<file path="src/uss_pkg.sv">
// package: register map, field positions and reset values of the synchronous slave serial port
package uss_pkg;
    // ============================================================
    // bus geometry
    localparam int          ADDR_W        = 10;
    localparam int          DATA_W        = 32;
    localparam int          WORD_BITS     = 8;
    localparam int          FIFO_DEPTH    = 2;
    // ============================================================
    // register indexes and byte addresses (byte address = 4 * index)
    localparam logic [7:0]  IDX_FLAGS     = 8'h0C;
    localparam logic [7:0]  IDX_RXSTAT    = 8'h18;
    localparam logic [7:0]  IDX_TXHOLD    = 8'h19;
    localparam logic [7:0]  IDX_RXBUF     = 8'h1A;
    localparam logic [7:0]  IDX_ENABLES   = 8'h8C;
    localparam logic [7:0]  IDX_TXSTAT    = 8'h98;
    localparam logic [7:0]  IDX_BAUD      = 8'h99;
    localparam logic [ADDR_W-1:0] ADDR_FLAGS   = {IDX_FLAGS, 2'b00};
    localparam logic [ADDR_W-1:0] ADDR_RXSTAT  = {IDX_RXSTAT, 2'b00};
    localparam logic [ADDR_W-1:0] ADDR_TXHOLD  = {IDX_TXHOLD, 2'b00};
    localparam logic [ADDR_W-1:0] ADDR_RXBUF   = {IDX_RXBUF, 2'b00};
    localparam logic [ADDR_W-1:0] ADDR_ENABLES = {IDX_ENABLES, 2'b00};
    localparam logic [ADDR_W-1:0] ADDR_TXSTAT  = {IDX_TXSTAT, 2'b00};
    localparam logic [ADDR_W-1:0] ADDR_BAUD    = {IDX_BAUD, 2'b00};
    // ============================================================
    // field positions
    localparam int          B_RX_AVAIL    = 5;
    localparam int          B_TX_FLAG     = 4;
    localparam int          B_PORT_EN     = 7;
    localparam int          B_RX9_SEL     = 6;
    localparam int          B_SINGLE_RX   = 5;
    localparam int          B_CONT_RX     = 4;
    localparam int          B_ADDR_DET    = 3;
    localparam int          B_FRAME_ERR   = 2;
    localparam int          B_OVERRUN     = 1;
    localparam int          B_RX9_VAL     = 0;
    localparam int          B_CLK_SRC     = 7;
    localparam int          B_TX9_SEL     = 6;
    localparam int          B_TX_EN       = 5;
    localparam int          B_SYNC_SEL    = 4;
    localparam int          B_HIGH_BAUD   = 2;
    localparam int          B_SHIFT_EMPTY = 1;
    localparam int          B_TX9_VAL     = 0;
    // ============================================================
    // reset values and bus answers
    localparam logic [7:0]  RST_FLAGS     = 8'h00;
    localparam logic [7:0]  RST_RXSTAT    = 8'h00;
    localparam logic [7:0]  RST_TXSTAT    = 8'h02;
    localparam logic [7:0]  RST_BYTE      = 8'h00;
    localparam logic [1:0]  RESP_OKAY     = 2'h0;
    localparam logic [1:0]  RESP_SLVERR   = 2'h2;
    typedef enum logic [0:0] {TX_IDLE = 1'b0, TX_SHIFT = 1'b1} uss_tx_state_t;
endpackage

</file>
<file path="src/uss_usart_sync_slave.sv">
// synchronous slave serial port with an axi4-lite register slave
`timescale 1ns/10ps
module uss_usart_sync_slave #(
    parameter int FIFO_DEPTH = uss_pkg::FIFO_DEPTH
) (
    input  wire logic                       aclk,
    input  wire logic                       aresetn,
    input  wire logic [uss_pkg::ADDR_W-1:0] s_axi_awaddr,
    input  wire logic [2:0]                 s_axi_awprot,
    input  wire logic                       s_axi_awvalid,
    output logic                            s_axi_awready,
    input  wire logic [uss_pkg::DATA_W-1:0] s_axi_wdata,
    input  wire logic [3:0]                 s_axi_wstrb,
    input  wire logic                       s_axi_wvalid,
    output logic                            s_axi_wready,
    output logic [1:0]                      s_axi_bresp,
    output logic                            s_axi_bvalid,
    input  wire logic                       s_axi_bready,
    input  wire logic [uss_pkg::ADDR_W-1:0] s_axi_araddr,
    input  wire logic [2:0]                 s_axi_arprot,
    input  wire logic                       s_axi_arvalid,
    output logic                            s_axi_arready,
    output logic [uss_pkg::DATA_W-1:0]      s_axi_rdata,
    output logic [1:0]                      s_axi_rresp,
    output logic                            s_axi_rvalid,
    input  wire logic                       s_axi_rready,
    input  wire logic                       clock_line_pin_in,
    output logic                            clock_line_pin_out,
    output logic                            clock_line_pin_oe,
    input  wire logic                       data_line_pin_in,
    output logic                            data_line_pin_out,
    output logic                            data_line_pin_oe,
    output logic                            irq_request
);
    import uss_pkg::*;

    // ============================================================
    // declarations
    logic                ck_s1_reg, ck_s2_reg, ck_s3_reg, dt_s1_reg, dt_s2_reg;
    logic                aw_held_reg, w_held_reg, awready_reg, wready_reg, bvalid_reg, arready_reg, rvalid_reg;
    logic [ADDR_W-1:0]   aw_addr_reg;
    logic [7:0]          w_data_reg;
    logic                w_strb_reg;
    logic [1:0]          bresp_reg, rresp_reg;
    logic [DATA_W-1:0]   rdata_reg;
    logic [7:0]          rxstat_reg, txstat_reg, enables_reg, baud_reg;
    logic                overrun_reg;
    logic [8:0]          hold_reg, tsr_reg, rsr_reg;
    logic                hold_full_reg, tx_flag_reg, rx_done_reg, irq_reg;
    logic [3:0]          tx_cnt_reg, rx_cnt_reg;
    uss_tx_state_t       tx_state_reg;
    logic [8:0]          fifo_mem_reg [FIFO_DEPTH];
    logic                head_reg;
    logic [1:0]          count_reg, count_next;
    logic                dout_reg, doe_reg;
    logic                ck_fall, slave_on, rx_on, tx_on, wr_do, ar_fire, pop, push, tail;
    logic                wr_transmit_holding, tx_last, rx_last, load_hold, rx_avail, rx9_head;
    logic [3:0]          nbits_tx, nbits_rx;
    logic [7:0]          rd_byte;
    logic                rd_ok, wr_ok;

    // ============================================================
    // pin synchronisers and clock edge detect
    always_ff @(posedge aclk) begin
        if (!aresetn) begin
            ck_s1_reg <= 1'b0;
            ck_s2_reg <= 1'b0;
            ck_s3_reg <= 1'b0;
            dt_s1_reg <= 1'b0;
            dt_s2_reg <= 1'b0;
        end else begin
            ck_s1_reg <= clock_line_pin_in;
            ck_s2_reg <= ck_s1_reg;
            ck_s3_reg <= ck_s2_reg;
            dt_s1_reg <= data_line_pin_in;
            dt_s2_reg <= dt_s1_reg;
        end
    end
    assign ck_fall  = ck_s3_reg & ~ck_s2_reg;
    assign slave_on = rxstat_reg[B_PORT_EN] & txstat_reg[B_SYNC_SEL] & ~txstat_reg[B_CLK_SRC];
    assign rx_on    = slave_on & rxstat_reg[B_CONT_RX];
    assign tx_on    = slave_on & txstat_reg[B_TX_EN] & ~rxstat_reg[B_CONT_RX];
    assign nbits_tx = txstat_reg[B_TX9_SEL] ? 4'h9 : 4'h8;
    assign nbits_rx = rxstat_reg[B_RX9_SEL] ? 4'h9 : 4'h8;

    // ============================================================
    // axi write channel
    assign wr_do    = aw_held_reg & w_held_reg & ~bvalid_reg;
    assign wr_ok    = aw_addr_reg inside {ADDR_FLAGS, ADDR_RXSTAT, ADDR_TXHOLD, ADDR_RXBUF,
                                          ADDR_ENABLES, ADDR_TXSTAT, ADDR_BAUD};
    assign wr_transmit_holding = wr_do & w_strb_reg & (aw_addr_reg == ADDR_TXHOLD);
    always_ff @(posedge aclk) begin
        if (!aresetn) begin
            aw_held_reg <= 1'b0;
            w_held_reg  <= 1'b0;
            awready_reg <= 1'b1;
            wready_reg  <= 1'b1;
            aw_addr_reg <= '0;
            w_data_reg  <= 8'h00;
            w_strb_reg  <= 1'b0;
            bvalid_reg  <= 1'b0;
            bresp_reg   <= RESP_OKAY;
        end else begin
            if (s_axi_awvalid && awready_reg) begin
                aw_held_reg <= 1'b1;
                awready_reg <= 1'b0;
                aw_addr_reg <= s_axi_awaddr;
            end
            if (s_axi_wvalid && wready_reg) begin
                w_held_reg <= 1'b1;
                wready_reg <= 1'b0;
                w_data_reg <= s_axi_wdata[7:0];
                w_strb_reg <= s_axi_wstrb[0];
            end
            if (wr_do) begin
                bvalid_reg <= 1'b1;
                bresp_reg  <= wr_ok ? RESP_OKAY : RESP_SLVERR;
            end else if (bvalid_reg && s_axi_bready) begin
                bvalid_reg  <= 1'b0;
                aw_held_reg <= 1'b0;
                w_held_reg  <= 1'b0;
                awready_reg <= 1'b1;
                wready_reg  <= 1'b1;
            end
        end
    end

    // ============================================================
    // control registers
    always_ff @(posedge aclk) begin
        if (!aresetn) begin
            rxstat_reg  <= RST_RXSTAT;
            txstat_reg  <= RST_TXSTAT;
            enables_reg <= RST_FLAGS;
            baud_reg    <= RST_BYTE;
        end else if (wr_do && w_strb_reg) begin
            case (aw_addr_reg)
                ADDR_RXSTAT:  rxstat_reg  <= w_data_reg & 8'hF8;
                ADDR_TXSTAT:  txstat_reg  <= w_data_reg & 8'hF5;
                ADDR_ENABLES: enables_reg <= w_data_reg & 8'h30;
                ADDR_BAUD:    baud_reg    <= w_data_reg;
                default:      baud_reg    <= baud_reg;
            endcase
        end
    end

    // ============================================================
    // axi read channel
    always_comb begin
        rd_ok   = 1'b1;
        rd_byte = 8'h00;
        case (s_axi_araddr)
            ADDR_FLAGS:   rd_byte = {2'b00, rx_avail, tx_flag_reg, 4'h0};
            ADDR_RXSTAT:  rd_byte = {rxstat_reg[7:3], 1'b0, overrun_reg, rx9_head};
            ADDR_TXHOLD:  rd_byte = 8'h00;
            ADDR_RXBUF:   rd_byte = count_reg != 2'd0 ? fifo_mem_reg[head_reg][7:0] : 8'h00;
            ADDR_ENABLES: rd_byte = enables_reg;
            ADDR_TXSTAT:  rd_byte = {txstat_reg[7:2], tx_state_reg == TX_IDLE, txstat_reg[0]};
            ADDR_BAUD:    rd_byte = baud_reg;
            default:      rd_ok   = 1'b0;
        endcase
    end
    assign ar_fire = s_axi_arvalid & arready_reg;
    always_ff @(posedge aclk) begin
        if (!aresetn) begin
            arready_reg <= 1'b1;
            rvalid_reg  <= 1'b0;
            rdata_reg   <= '0;
            rresp_reg   <= RESP_OKAY;
        end else if (ar_fire) begin
            arready_reg <= 1'b0;
            rvalid_reg  <= 1'b1;
            rdata_reg   <= {24'h000000, rd_byte};
            rresp_reg   <= rd_ok ? RESP_OKAY : RESP_SLVERR;
        end else if (rvalid_reg && s_axi_rready) begin
            arready_reg <= 1'b1;
            rvalid_reg  <= 1'b0;
        end
    end

    // ============================================================
    // receive shifter
    assign rx_last = rx_on & ck_fall & (rx_cnt_reg == nbits_rx - 4'h1);
    always_ff @(posedge aclk) begin
        if (!aresetn) begin
            rx_cnt_reg  <= 4'h0;
            rsr_reg     <= 9'h000;
            rx_done_reg <= 1'b0;
        end else begin
            rx_done_reg <= rx_last;
            if (!rx_on) begin
                rx_cnt_reg <= 4'h0;
            end else if (ck_fall) begin
                rsr_reg[rx_cnt_reg] <= dt_s2_reg;
                rx_cnt_reg <= rx_last ? 4'h0 : rx_cnt_reg + 4'h1;
            end
        end
    end

    // ============================================================
    // two-deep receive queue and overrun
    assign pop       = ar_fire & (s_axi_araddr == ADDR_RXBUF) & (count_reg != 2'd0);
    assign push      = rx_done_reg & ~overrun_reg & ((count_reg != 2'd2) | pop);
    assign tail      = head_reg ^ count_reg[0];
    assign rx_avail  = count_reg != 2'd0;
    assign rx9_head  = rx_avail & fifo_mem_reg[head_reg][8];
    assign count_next = count_reg + {1'b0, push} - {1'b0, pop};
    always_ff @(posedge aclk) begin
        if (!aresetn) begin
            head_reg  <= 1'b0;
            count_reg <= 2'd0;
            fifo_mem_reg[0] <= 9'h000;
            fifo_mem_reg[1] <= 9'h000;
        end else begin
            if (push) begin
                fifo_mem_reg[tail] <= {rxstat_reg[B_RX9_SEL] & rsr_reg[8], rsr_reg[7:0]};
            end
            if (pop) begin
                head_reg <= ~head_reg;
            end
            count_reg <= count_next;
        end
    end
    always_ff @(posedge aclk) begin
        if (!aresetn) begin
            overrun_reg <= 1'b0;
        end else if (rx_done_reg && count_reg == 2'd2 && !pop) begin
            overrun_reg <= 1'b1;
        end else if (!rxstat_reg[B_CONT_RX]) begin
            overrun_reg <= 1'b0;
        end
    end

    // ============================================================
    // transmit holding register and shifter
    assign tx_last   = (tx_state_reg == TX_SHIFT) & ck_fall & (tx_cnt_reg == nbits_tx - 4'h1);
    assign load_hold = tx_on & hold_full_reg & ((tx_state_reg == TX_IDLE) | tx_last);
    always_ff @(posedge aclk) begin
        if (!aresetn) begin
            hold_reg      <= 9'h000;
            hold_full_reg <= 1'b0;
        end else if (wr_transmit_holding) begin
            hold_reg      <= {txstat_reg[B_TX9_VAL], w_data_reg};
            hold_full_reg <= 1'b1;
        end else if (load_hold) begin
            hold_full_reg <= 1'b0;
        end
    end
    always_ff @(posedge aclk) begin
        if (!aresetn) begin
            tx_state_reg <= TX_IDLE;
            tsr_reg      <= 9'h000;
            tx_cnt_reg   <= 4'h0;
        end else if (!tx_on) begin
            tx_state_reg <= TX_IDLE;
            tx_cnt_reg   <= 4'h0;
        end else begin
            case (tx_state_reg)
                TX_IDLE: begin
                    if (load_hold) begin
                        tsr_reg      <= hold_reg;
                        tx_cnt_reg   <= 4'h0;
                        tx_state_reg <= TX_SHIFT;
                    end
                end
                TX_SHIFT: begin
                    if (load_hold) begin
                        tsr_reg    <= hold_reg;
                        tx_cnt_reg <= 4'h0;
                    end else if (tx_last) begin
                        tx_state_reg <= TX_IDLE;
                    end else if (ck_fall) begin
                        tx_cnt_reg <= tx_cnt_reg + 4'h1;
                    end
                end
                default: tx_state_reg <= TX_IDLE;
            endcase
        end
    end

    // ============================================================
    // flags, interrupt request and pin drive
    always_ff @(posedge aclk) begin
        if (!aresetn) begin
            tx_flag_reg <= 1'b0;
            irq_reg     <= 1'b0;
            dout_reg    <= 1'b1;
            doe_reg     <= 1'b0;
        end else begin
            tx_flag_reg <= txstat_reg[B_TX_EN] & ~hold_full_reg;
            irq_reg     <= (rx_avail & enables_reg[B_RX_AVAIL]) |
                           (tx_flag_reg & enables_reg[B_TX_FLAG]);
            dout_reg    <= (tx_state_reg == TX_SHIFT) ? tsr_reg[tx_cnt_reg] : 1'b1;
            doe_reg     <= tx_on & (tx_state_reg == TX_SHIFT);
        end
    end

    assign s_axi_awready      = awready_reg;
    assign s_axi_wready       = wready_reg;
    assign s_axi_bvalid       = bvalid_reg;
    assign s_axi_bresp        = bresp_reg;
    assign s_axi_arready      = arready_reg;
    assign s_axi_rvalid       = rvalid_reg;
    assign s_axi_rdata        = rdata_reg;
    assign s_axi_rresp        = rresp_reg;
    assign data_line_pin_out  = dout_reg;
    assign data_line_pin_oe   = doe_reg;
    assign clock_line_pin_out = 1'b0;
    assign clock_line_pin_oe  = 1'b0;
    assign irq_request        = irq_reg;
endmodule // uss_usart_sync_slave

</file>
<file path="config.mk">
export PLATFORM = sky130hd
export DESIGN_NAME = uss_usart_sync_slave
export DESIGN_NICKNAME = d
export VERILOG_FILES = /design/src/uss_pkg.sv /design/src/uss_usart_sync_slave.sv
export SDC_FILE = /design/constraint.sdc
export NUM_CORES = 1
export LEC_CHECK = 0
export ABC_CLOCK_PERIOD_IN_PS = 5100
export BUFFER_PORTS_ARGS = -buffer_cell sky130_fd_sc_hd__buf_2
export CORE_ASPECT_RATIO = 0.5
export CORE_MARGIN = 3
export CORE_UTILIZATION = 30
export CTS_CLUSTER_DIAMETER = 30
export DETAILED_ROUTE_END_ITERATION = 7
export GPL_TIMING_DRIVEN = 0
export PLACE_DENSITY = 0.6
export SETUP_SLACK_MARGIN = 0.1
export SLEW_MARGIN = 40
export SYNTH_ARGS = -nofsm -noshare
export SYNTH_HDL_FRONTEND = slang
export SYNTH_SLANG_ARGS = --single-unit
</file>
<file path="constraint.sdc">
create_clock -name aclk -period 5.1 [get_ports aclk]
set_input_delay 0.255 -clock aclk [delete_from_list [all_inputs] [get_ports aclk]]
set_output_delay 0.255 -clock aclk [all_outputs]
set_load 0.03 [all_outputs]
</file>
==> results.yml, run 1 <==
clock_tree:
  cts_hold_buf: 0
  clk_latency_ps: 410
  cts_root_buf: "clkbuf_16"
  worst_setup_hold_path_clk_slew_ps: 60
  cts_max_path_buffers: 2
  cts_sinks: 127
  cts_tree: "done"
  numCtsBuffers: 17
  post_cts_buffers: 0
  cts_resized: 0
  htreeDepth: 4
power_and_ir_drop:
  pwr-share-seq_pct: 43.4
  power_leakage_uw: 0.00273
  swShare_pct: 24.8
  p_int_uw: 1830
  p_sw_uw: 606
  clock_power_share_pct: 49.5
  p_per_area_nw_per_um2: 334
  combPwrFrac_pct: 7.1
  power.total_uw: 2440
  vdd_ir_drop_max_uv: 213
timing:
  max_freq_mhz: 364
  rsz0062_at_grt: "false"
  finalHoldViolCount: 0
  fin_skew_ps: 9.21
  tightestPinTransition_ps: 656
  fin_tns_setup_ps: 0
  slew_violations: 0
  min_period_ps: 2750
  holdWs_ps: 41.2
  setup_violations: 0
  slew_headroom_pct: 56.2
  finalCritPeriodShare_pct: 53.9
routing:
  totalWireLength_um: 15600
  post_drt_wl_per_cell_um: 14.9
  avgViaCountPerCell: 5.04
  route.antenna.remaining_nets: 0
  vias: 5285
  drc_errors: 0
  first_pass_iters: 5
  drtIter0Drc: 368
floorplanning:
  die_x_um: 205
  num_io_pins: 117
  die-area_um2: 21700
  initial_core_util_pct: 31.5
  rows: 35
  core-area_um2: 19000
  die-height_um: 106
layout:
  largest_reg_flops: 18
  area_growth_pct: 22.3
  fin_area_um2: 7290
  antennaDiodeCount: 0
  layout.nets: 854
  fin_util_pct: 38.5
  drive_gt1_share_pct: 18.4
min_path:
  holdPathEnd: "s_axi_wready"
  whs_path_depth: 2
  hp-start: "s_axi_wvalid"
  hp-class: "input pin to flop"
placed_design:
  hpwl_um: 11500
  place_area_um2: 6690
  port_buffers: 54
  gp_congestion: 0.881
worst_setup_path:
  rr_worst_depth: 11
  startpoint_type: "flop"
  worstSetupPathType: "flop to flop"
  reg2reg_slack_ps: 2350
  critPathTopFamily: "simple AND/OR/NAND/NOR gates"
  path_max_fanout: 7
  r2r-end: "count_reg[1]"
  path_cells: "clkbuf_1 > o21bai_1 > nor4_4 > a21oi_2 > or2_2 > ha_1 > inv_1 > ha_1 > xor2_1 > xnor2_1 > nor2_1"
  required_ps: 5380
  cp-end-kind: "flop"
  cp_common_cell: "ha_1"
  cp.arrival_ps: 3030
  max_stage_delay_ps: 410
  slowest_stage: "nor4_4"
  rr_startpoint: "count_reg[0]"
  worst-path-buf-inv: 2
status:
  status: "complete, no violations"
global_route:
  grt_pass1_vias: 5074
  grt_pass1_wl_um: 25400
  track_usage_pct: 14.4
  antenna_found_initial: 0
  overflow: 0
  grt_max_degree: 17
yosys:
  synth_ff_type: "dfxtp_1"
  synthCells: 676
  synth_edf_count: 18
  syn_area_um2: 5960
  ys_types: 73
  yosysSeqAreaShare_pct: 45.6
  yosysWarnings: 0
  ys_async_sr_fraction_pct: 0
  synth.ff_latch_count: 127
  syn_avg_cell_area_um2: 8.82
job:
  drv_cap: 0
[worst max-delay path by stage]
stage	start	end	slack, ps	depth (start not counted)
after CTS	count_reg[0]	count_reg[1]	2410	11
after detailed placement	s_axi_araddr[2]	count_reg[1]	2310	11
after floorplan	s_axi_araddr[2]	count_reg[1]	2600	10
final	count_reg[0]	count_reg[1]	2350	11
after global placement	s_axi_araddr[2]	fifo_mem_reg[1][1]	2220	6
after global routing	count_reg[0]	count_reg[1]	2180	11
[per-stage QoR]
| stage | worst slack (ps) | instances |
|---|---|---|
| 6_report | 2350 | 1048 |
| 3_5_place_dp | 2310 | 1016 |
| 3_3_place_gp | 2220 | 1016 |
| 4_1_cts | 2410 | 1048 |
| 5_1_grt | 2180 | 1048 |
| 2_1_floorplan | 2600 | 703 |
[worst register-to-register path, stage by stage, from the launching register on]
cell and delay [ps]:
dfxtp_1 330, clkbuf_1 340, o21bai_1 250, nor4_4 410, a21oi_2 160, or2_2 320, ha_1 270, inv_1 40
ha_1 170, xor2_1 150, xnor2_1 130, nor2_1 50
[placed cells by master (no fill, tap or decap), drive strengths merged, types with 24 or more instances in the layout]
master | synthesis | routed
dfxtp | 109 | 109
buf | 34 | 88
nand2 | 77 | 77
a21oi | 65 | 65
nand3 | 61 | 61
clkbuf | 35 | 54
o21ai | 48 | 48
nor2 | 39 | 39
conb | 1 | 28
mux2i | 24 | 24
[cell type report]
cell class / instances / area, um^2
Clock inverter: 13 / 125
Buffer: 69 / 374
Fill cell: 1890 / 11700
Multi-Input combinational cell: 497 / 2960
Tap cell: 259 / 324
Inverter: 10 / 37.5
Sequential cell: 127 / 2720
Timing Repair Buffer: 54 / 270
Clock buffer: 19 / 475
[synthesized netlist by cell type (3+ instances only)]
cell	n	area, um^2
dfxtp_1	109	2180
nand2_1	77	289
a21oi_1	64	320
nand3_1	61	305
o21ai_0	48	240
nor2_1	39	146
clkbuf_1	35	131
buf_4	28	210
mux2i_1	24	240
edfxtp_1	18	541
nor3_1	13	65.1
and2_1	12	75.1
nand4_1	12	75.1
inv_1	9	33.8
ha_1	7	87.6
mux2_2	7	78.8
nand2b_1	7	43.8
nor2b_1	7	43.8
a22oi_1	6	45.0
and3_1	6	37.5
or3_1	5	31.3
xor2_1	4	35.0
a22o_1	3	26.3
buf_1	3	11.3
nor3b_1	3	22.5
nor4_1	3	18.8
[power groups by stage]
stage | clock [uW] | sequential, uW | combinational [uW]
floorplan | 0 | 1090 | 109
global placement | 0 | 1080 | 169
detailed placement | 0 | 1080 | 172
CTS | 1220 | 1060 | 172
global route | 1260 | 1060 | 189
finish | 1210 | 1060 | 173
[routing by layer]
metal  wire [um]  global-route usage (%)
met5           0                       0
met4         213                    4.19
met3         926                    2.96
met2        7180                    23.3
met1        7270                    19.4
[logic make-up (layout without fill, tap and decap cells)]
logic type | count (synthesis) | after routing | synth area share, %
AO/OA/AOI/OAI | 155 | 155 | 15.5
multiplexers | 33 | 33 | 6.10
other | 1 | 28 | 0.0629
adder cells (fa/ha/maj) | 7 | 7 | 1.47
buffers and inverters | 79 | 165 | 6.90
XOR/XNOR | 6 | 6 | 0.881
flip-flops | 127 | 127 | 45.6
AND/OR/NAND/NOR | 268 | 268 | 23.4
Power figures use the tool's default switching activity.
==> inputs of run 2 (changes only) <==
- ABC_CLOCK_PERIOD_IN_PS: 5100 -> 2400
- PLACE_DENSITY: 0.6 -> 0.61
- clock period: 5.1 -> 2.4 ns (I/O delays scaled with it)
==> results.yml, run 2 (synthesized netlist as in run 1, its figures left out) <==
status:
  status: "complete, no violations"
layout:
  drive_gt1_share_pct: 18.8
  mostFrequentLayoutCells: "dfxtp_1, nand2_1, a21oi_1, nand3_1, buf_2"
  antennaDiodeCount: 0
  layout_commonest_cell: "dfxtp_1"
  largest_reg_flops: 18
  fin_cells: 1078
  layout.nets: 884
  area_growth_pct: 27.5
  fin_util_pct: 40.1
timing:
  min_period_ps: 2240
  max_freq_mhz: 446
  fin_tns_setup_ps: 0
  holdWs_ps: 9.63
  slew_headroom_pct: 58.5
  setup_violations: 0
  slew_violations: 0
  finalHoldViolCount: 0
  tightestPinTransition_ps: 622
  final.setup.worst_slack_ps: 156
  finalCritPeriodShare_pct: 93.5
  fin_skew_ps: 6.43
  rsz0062_at_grt: "false"
floorplanning:
  die_x_um: 205
  die-height_um: 106
  rows: 35
  num_io_pins: 117
  core-area_um2: 19000
  initial_core_util_pct: 31.5
  die-area_um2: 21700
clock_tree:
  clk_latency_ps: 410
  cts_max_path_buffers: 2
  worst_setup_hold_path_clk_slew_ps: 60
  cts_tree: "done"
  cts_sinks: 127
  htreeDepth: 4
  numCtsBuffers: 17
  cts_root_buf: "clkbuf_16"
worst_setup_path:
  cp_common_cell: "ha_1"
  rr_startpoint: "count_reg[0]"
  max_stage_delay_ps: 350
  r2r-end: "count_reg[1]"
  required_ps: 2680
  slowest_stage: "nor4_4"
  worstSetupPathType: "flop to flop"
  cp.arrival_ps: 2530
  rr_worst_depth: 11
  path_max_fanout: 5
  reg2reg_slack_ps: 160
  path_cells: "buf_6 > o21bai_4 > nor4_4 > a21oi_2 > or2_4 > ha_1 > inv_1 > ha_1 > xor2_1 > xnor2_1 > nor2_1"
  cp-end-kind: "flop"
  startpoint_type: "flop"
global_route:
  grt_max_degree: 17
  overflow: 0
  grt_pass1_wl_um: 25900
  grt_pass1_vias: 5105
  antenna_found_initial: 0
  track_usage_pct: 14.8
routing:
  drtIter0Drc: 343
  vias: 5340
  drc_errors: 0
  totalWireLength_um: 16000
  route.antenna.remaining_nets: 0
  post_drt_wl_per_cell_um: 14.8
  first_pass_iters: 5
  avgViaCountPerCell: 4.95
placed_design:
  port_buffers: 54
  gp_congestion: 0.880
  hpwl_um: 11500
  dp_slack_ps: -134
  placed_cells: 1016
min_path:
  holdPathEnd: "s_axi_rvalid"
  whs_path_depth: 3
  hp-class: "input pin to flop"
  hp-start: "s_axi_rready"
power_and_ir_drop:
  vdd_ir_drop_max_uv: 477
  power_leakage_uw: 0.00288
  p_per_area_nw_per_um2: 693
job:
  drv_cap: 0
run 2: cell count changes in the layout (fill, tap and decap cells not counted), moves of 3 or more:
cell	before	now
dlygate4sd3_1	0	23
clkinv_4	4	1
buf_4	28	35
clkinv_2	2	5
inv_6	4	0
run 2: worst max-delay path: cells and delay by family (launching register included):
kind                       cells  cell delay, ps
xor gates and xnor gates       2             310
DFF                            1             330
buffers and inverters          2             160
adders and majority gates      2             450
and+or+nand+nor                3             670
AOI/OAI and AO/OA              2             210
run 2: per-stage QoR:
step,power (uW),cell area [um^2]
2_1_floorplan,2540,6070
3_5_place_dp,2660,6690
3_3_place_gp,2650,6660
4_1_cts,5290,7530
5_1_grt,5430,7600
6_report,5270,7600
run 2: how the worst max path moves through the flow:
stage | startpoint | cells past startpoint | slack (ps) | to
global route | count_reg[0] | 11 | 110 | count_reg[1]
floorplan | s_axi_arready | 10 | 150 | count_reg[1]
CTS | count_reg[0] | 11 | 110 | count_reg[1]
detailed placement | s_axi_araddr[2] | 11 | -130 | count_reg[1]
finish | count_reg[0] | 11 | 160 | count_reg[1]
global placement | s_axi_araddr[2] | 6 | -210 | fifo_mem_reg[1][7]
run 2: layout make-up:
class / count / area, um^2
tap: 259 / 324
clock inverter: 11 / 138
timing repair buffer: 84 / 553
inverter: 10 / 37.5
multi-input combinational: 497 / 2980
fill: 1873 / 11400
clock buffer: 21 / 460
sequential: 127 / 2730
buffer: 69 / 382
run 2: layer usage:
| layer | vias up | routed length, um | track usage (%) |
|---|---|---|---|
| li1 | 2638 | - | - |
| met1 | 2546 | 7390 | 19.2 |
| met2 | 127 | 7410 | 24.1 |
| met3 | 29 | 909 | 3.76 |
| met4 | 0 | 261 | 5.02 |
| met5 | - | 0 | 0 |
run 2: where the power goes:
group,internal [uW],switching [uW]
clock network,1680,940
registers,2210,40.0
logic,147,250
run 2: repair_timing:
| action | 4_1_cts | 5_1_grt |
|---|---|---|
| gates resized for setup | 2 | 7 |
| setup buffers | 1 | 6 |
| hold buffers | 23 | 0 |
| pin swaps | 1 | 3 |
| setup endpoints to repair | 20 | 1 |
| endpoints found under the hold margin | 23 | 0 |
==> inputs of run 3 (changes only) <==
- ABC_AREA: default -> 1
- ABC_CLOCK_PERIOD_IN_PS: 2400 -> 2700
- PLACE_DENSITY: 0.61 -> 0.6
- clock period: 2.4 -> 2.7 ns (I/O delays scaled with it)
==> results.yml, run 3 <==
status:
  status: "complete, no violations"
yosys:
  synth_top_area_cell: "dfxtp_1"
  yosysSeqAreaShare_pct: 47.1
  synthCells: 760
  synth_edf_count: 18
  syn_area_um2: 5780
  syn_avg_cell_area_um2: 7.61
  ys_async_sr_fraction_pct: 0
  ys_types: 40
  yosysTopAreaCellShare_pct: 37.7
  ys_top_cells_by_count: "nor2_1, dfxtp_1, nand2_1"
  synth_most_common_cell: "nor2_1"
  yosysWarnings: 0
  synth_ff_type: "dfxtp_1"
  synth.ff_latch_count: 127
  synth_area_leaders: "dfxtp_1, edfxtp_1, nor2_1"
clock_tree:
  cts_hold_buf: 18
  post_cts_buffers: 0
  cts_sinks: 127
  cts_root_buf: "clkbuf_16"
  numCtsBuffers: 17
  cts_tree: "done"
  cts_resized: 0
  htreeDepth: 4
  clk_latency_ps: 420
  cts_max_path_buffers: 2
  worst_setup_hold_path_clk_slew_ps: 70
worst_setup_path:
  max_stage_delay_ps: 410
  slowest_stage: "dfxtp_1"
  critPathTopFamily: "simple AND/OR/NAND/NOR gates"
  path_max_fanout: 7
  cp_common_cell: "ha_1"
  cp-end-kind: "flop"
  worstSetupPathType: "flop to flop"
  cp.arrival_ps: 2590
  path_cells: "nor2_2 > nor3_4 > nand3_4 > nand2_4 > nand2_1 > ha_1 > inv_1 > ha_1 > xor2_1 > o21ai_0 > a21oi_1"
  required_ps: 3050
  worst-path-buf-inv: 1
  startpoint_type: "flop"
global_route:
  grt_pass1_vias: 4948
  track_usage_pct: 14.9
  grt_pass1_wl_um: 25100
  grt_max_degree: 17
  overflow: 0
  antenna_found_initial: 0
layout:
  largest_reg_flops: 18
  fin_util_pct: 38.9
  layout_commonest_cell: "nor2_1"
  antennaDiodeCount: 0
  mostFrequentLayoutCells: "nor2_1, dfxtp_1, nand2_1, inv_1, o21ai_0"
  layout.nets: 956
  drive_gt1_share_pct: 16.5
  area_growth_pct: 25.6
routing:
  post_drt_wl_per_cell_um: 13.5
  vias: 5288
  totalWireLength_um: 15500
  route.antenna.remaining_nets: 0
  drc_errors: 0
  first_pass_iters: 4
  avgViaCountPerCell: 4.60
  drtIter0Drc: 420
floorplanning:
  die-area_um2: 21100
  rows: 35
  core-area_um2: 18700
  die_x_um: 202
  die-height_um: 104
  num_io_pins: 117
  initial_core_util_pct: 31.0
timing:
  fin_skew_ps: 12.5
  max_freq_mhz: 448
  slew_headroom_pct: 56.8
  holdWs_ps: 16.5
  slew_violations: 0
  fin_tns_setup_ps: 0
  finalHoldViolCount: 0
  rsz0062_at_grt: "false"
  setup_violations: 0
  min_period_ps: 2230
  finalCritPeriodShare_pct: 82.7
  tightestPinTransition_ps: 647
  final.setup.worst_slack_ps: 468
min_path:
  hp-class: "input pin to flop"
placed_design:
  dp_slack_ps: 480
  port_buffers: 54
  hpwl_um: 11600
  gp_congestion: 0.881
job:
  drv_cap: 0
power_and_ir_drop:
  vdd_ir_drop_max_uv: 347
  power_leakage_uw: 0.00306
  p_per_area_nw_per_um2: 646
[run 3: worst register-to-register path: stages (launching register included)]
cell and delay (ps):
dfxtp_1 410, nor2_2 110, nor3_4 350, nand3_4 160
nand2_4 120, nand2_1 70, ha_1 300, inv_1 40
ha_1 180, xor2_1 180, o21ai_0 100, a21oi_1 140
[run 3: layout make-up]
cell class,instances,area (um^2)
multi-input combinational,521,2510
tap,259,324
fill,1941,11400
inverter,87,327
clock buffer,19,453
sequential,127,2720
clock inverter,13,150
timing repair buffer,72,450
buffer,52,330
[run 3: final timing paths]
| path | start | endpoint | slack, ps | cells after the start |
|---|---|---|---|---|
| setup reg to reg | count_reg[0] | count_reg[1] | 470 | 11 |
| hold / removal | s_axi_awaddr[7] | aw_addr_reg[7] | 20 | 3 |
| hold reg to reg | ck_s1_reg | ck_s2_reg | 410 | 2 |
| setup / recovery | count_reg[0] | count_reg[1] | 470 | 11 |
[run 3: power by group]
group	switching [uW]	internal [uW]	leakage, uW	total [uW]
clock	901	1430	0.000294	2330
sequential	40.9	1970	0.00106	2010
combinational	233	121	0.00171	353
[run 3: metal layers]
metal | vias to the layer above | wire, um | GRT usage [%]
met5 | - | 0 | 0
met4 | 0 | 249 | 4.94
met3 | 25 | 813 | 3.50
met2 | 144 | 6920 | 23.2
met1 | 2443 | 7490 | 20.2
li1 | 2676 | - | -
[run 3: metrics by stage]
step           instances  cell area (um^2)  power (uW)
5_1_grt             1150              7260        4880
2_1_floorplan        787              5890        2280
6_report            1150              7260        4690
3_5_place_dp        1100              6480        2380
3_3_place_gp        1100              6480        2380
4_1_cts             1150              7260        4730
[run 3: cells by family after synthesis]
kind of cell | count (synthesis) | share of synthesized area (%)
simple gates | 342 | 26.9
compound gates | 139 | 12.3
buf+inv | 139 | 11.4
flops | 127 | 47.1
fa+ha+maj | 7 | 1.51
xor+xnor | 4 | 0.606
other cells | 1 | 0.0648
mux | 1 | 0.173
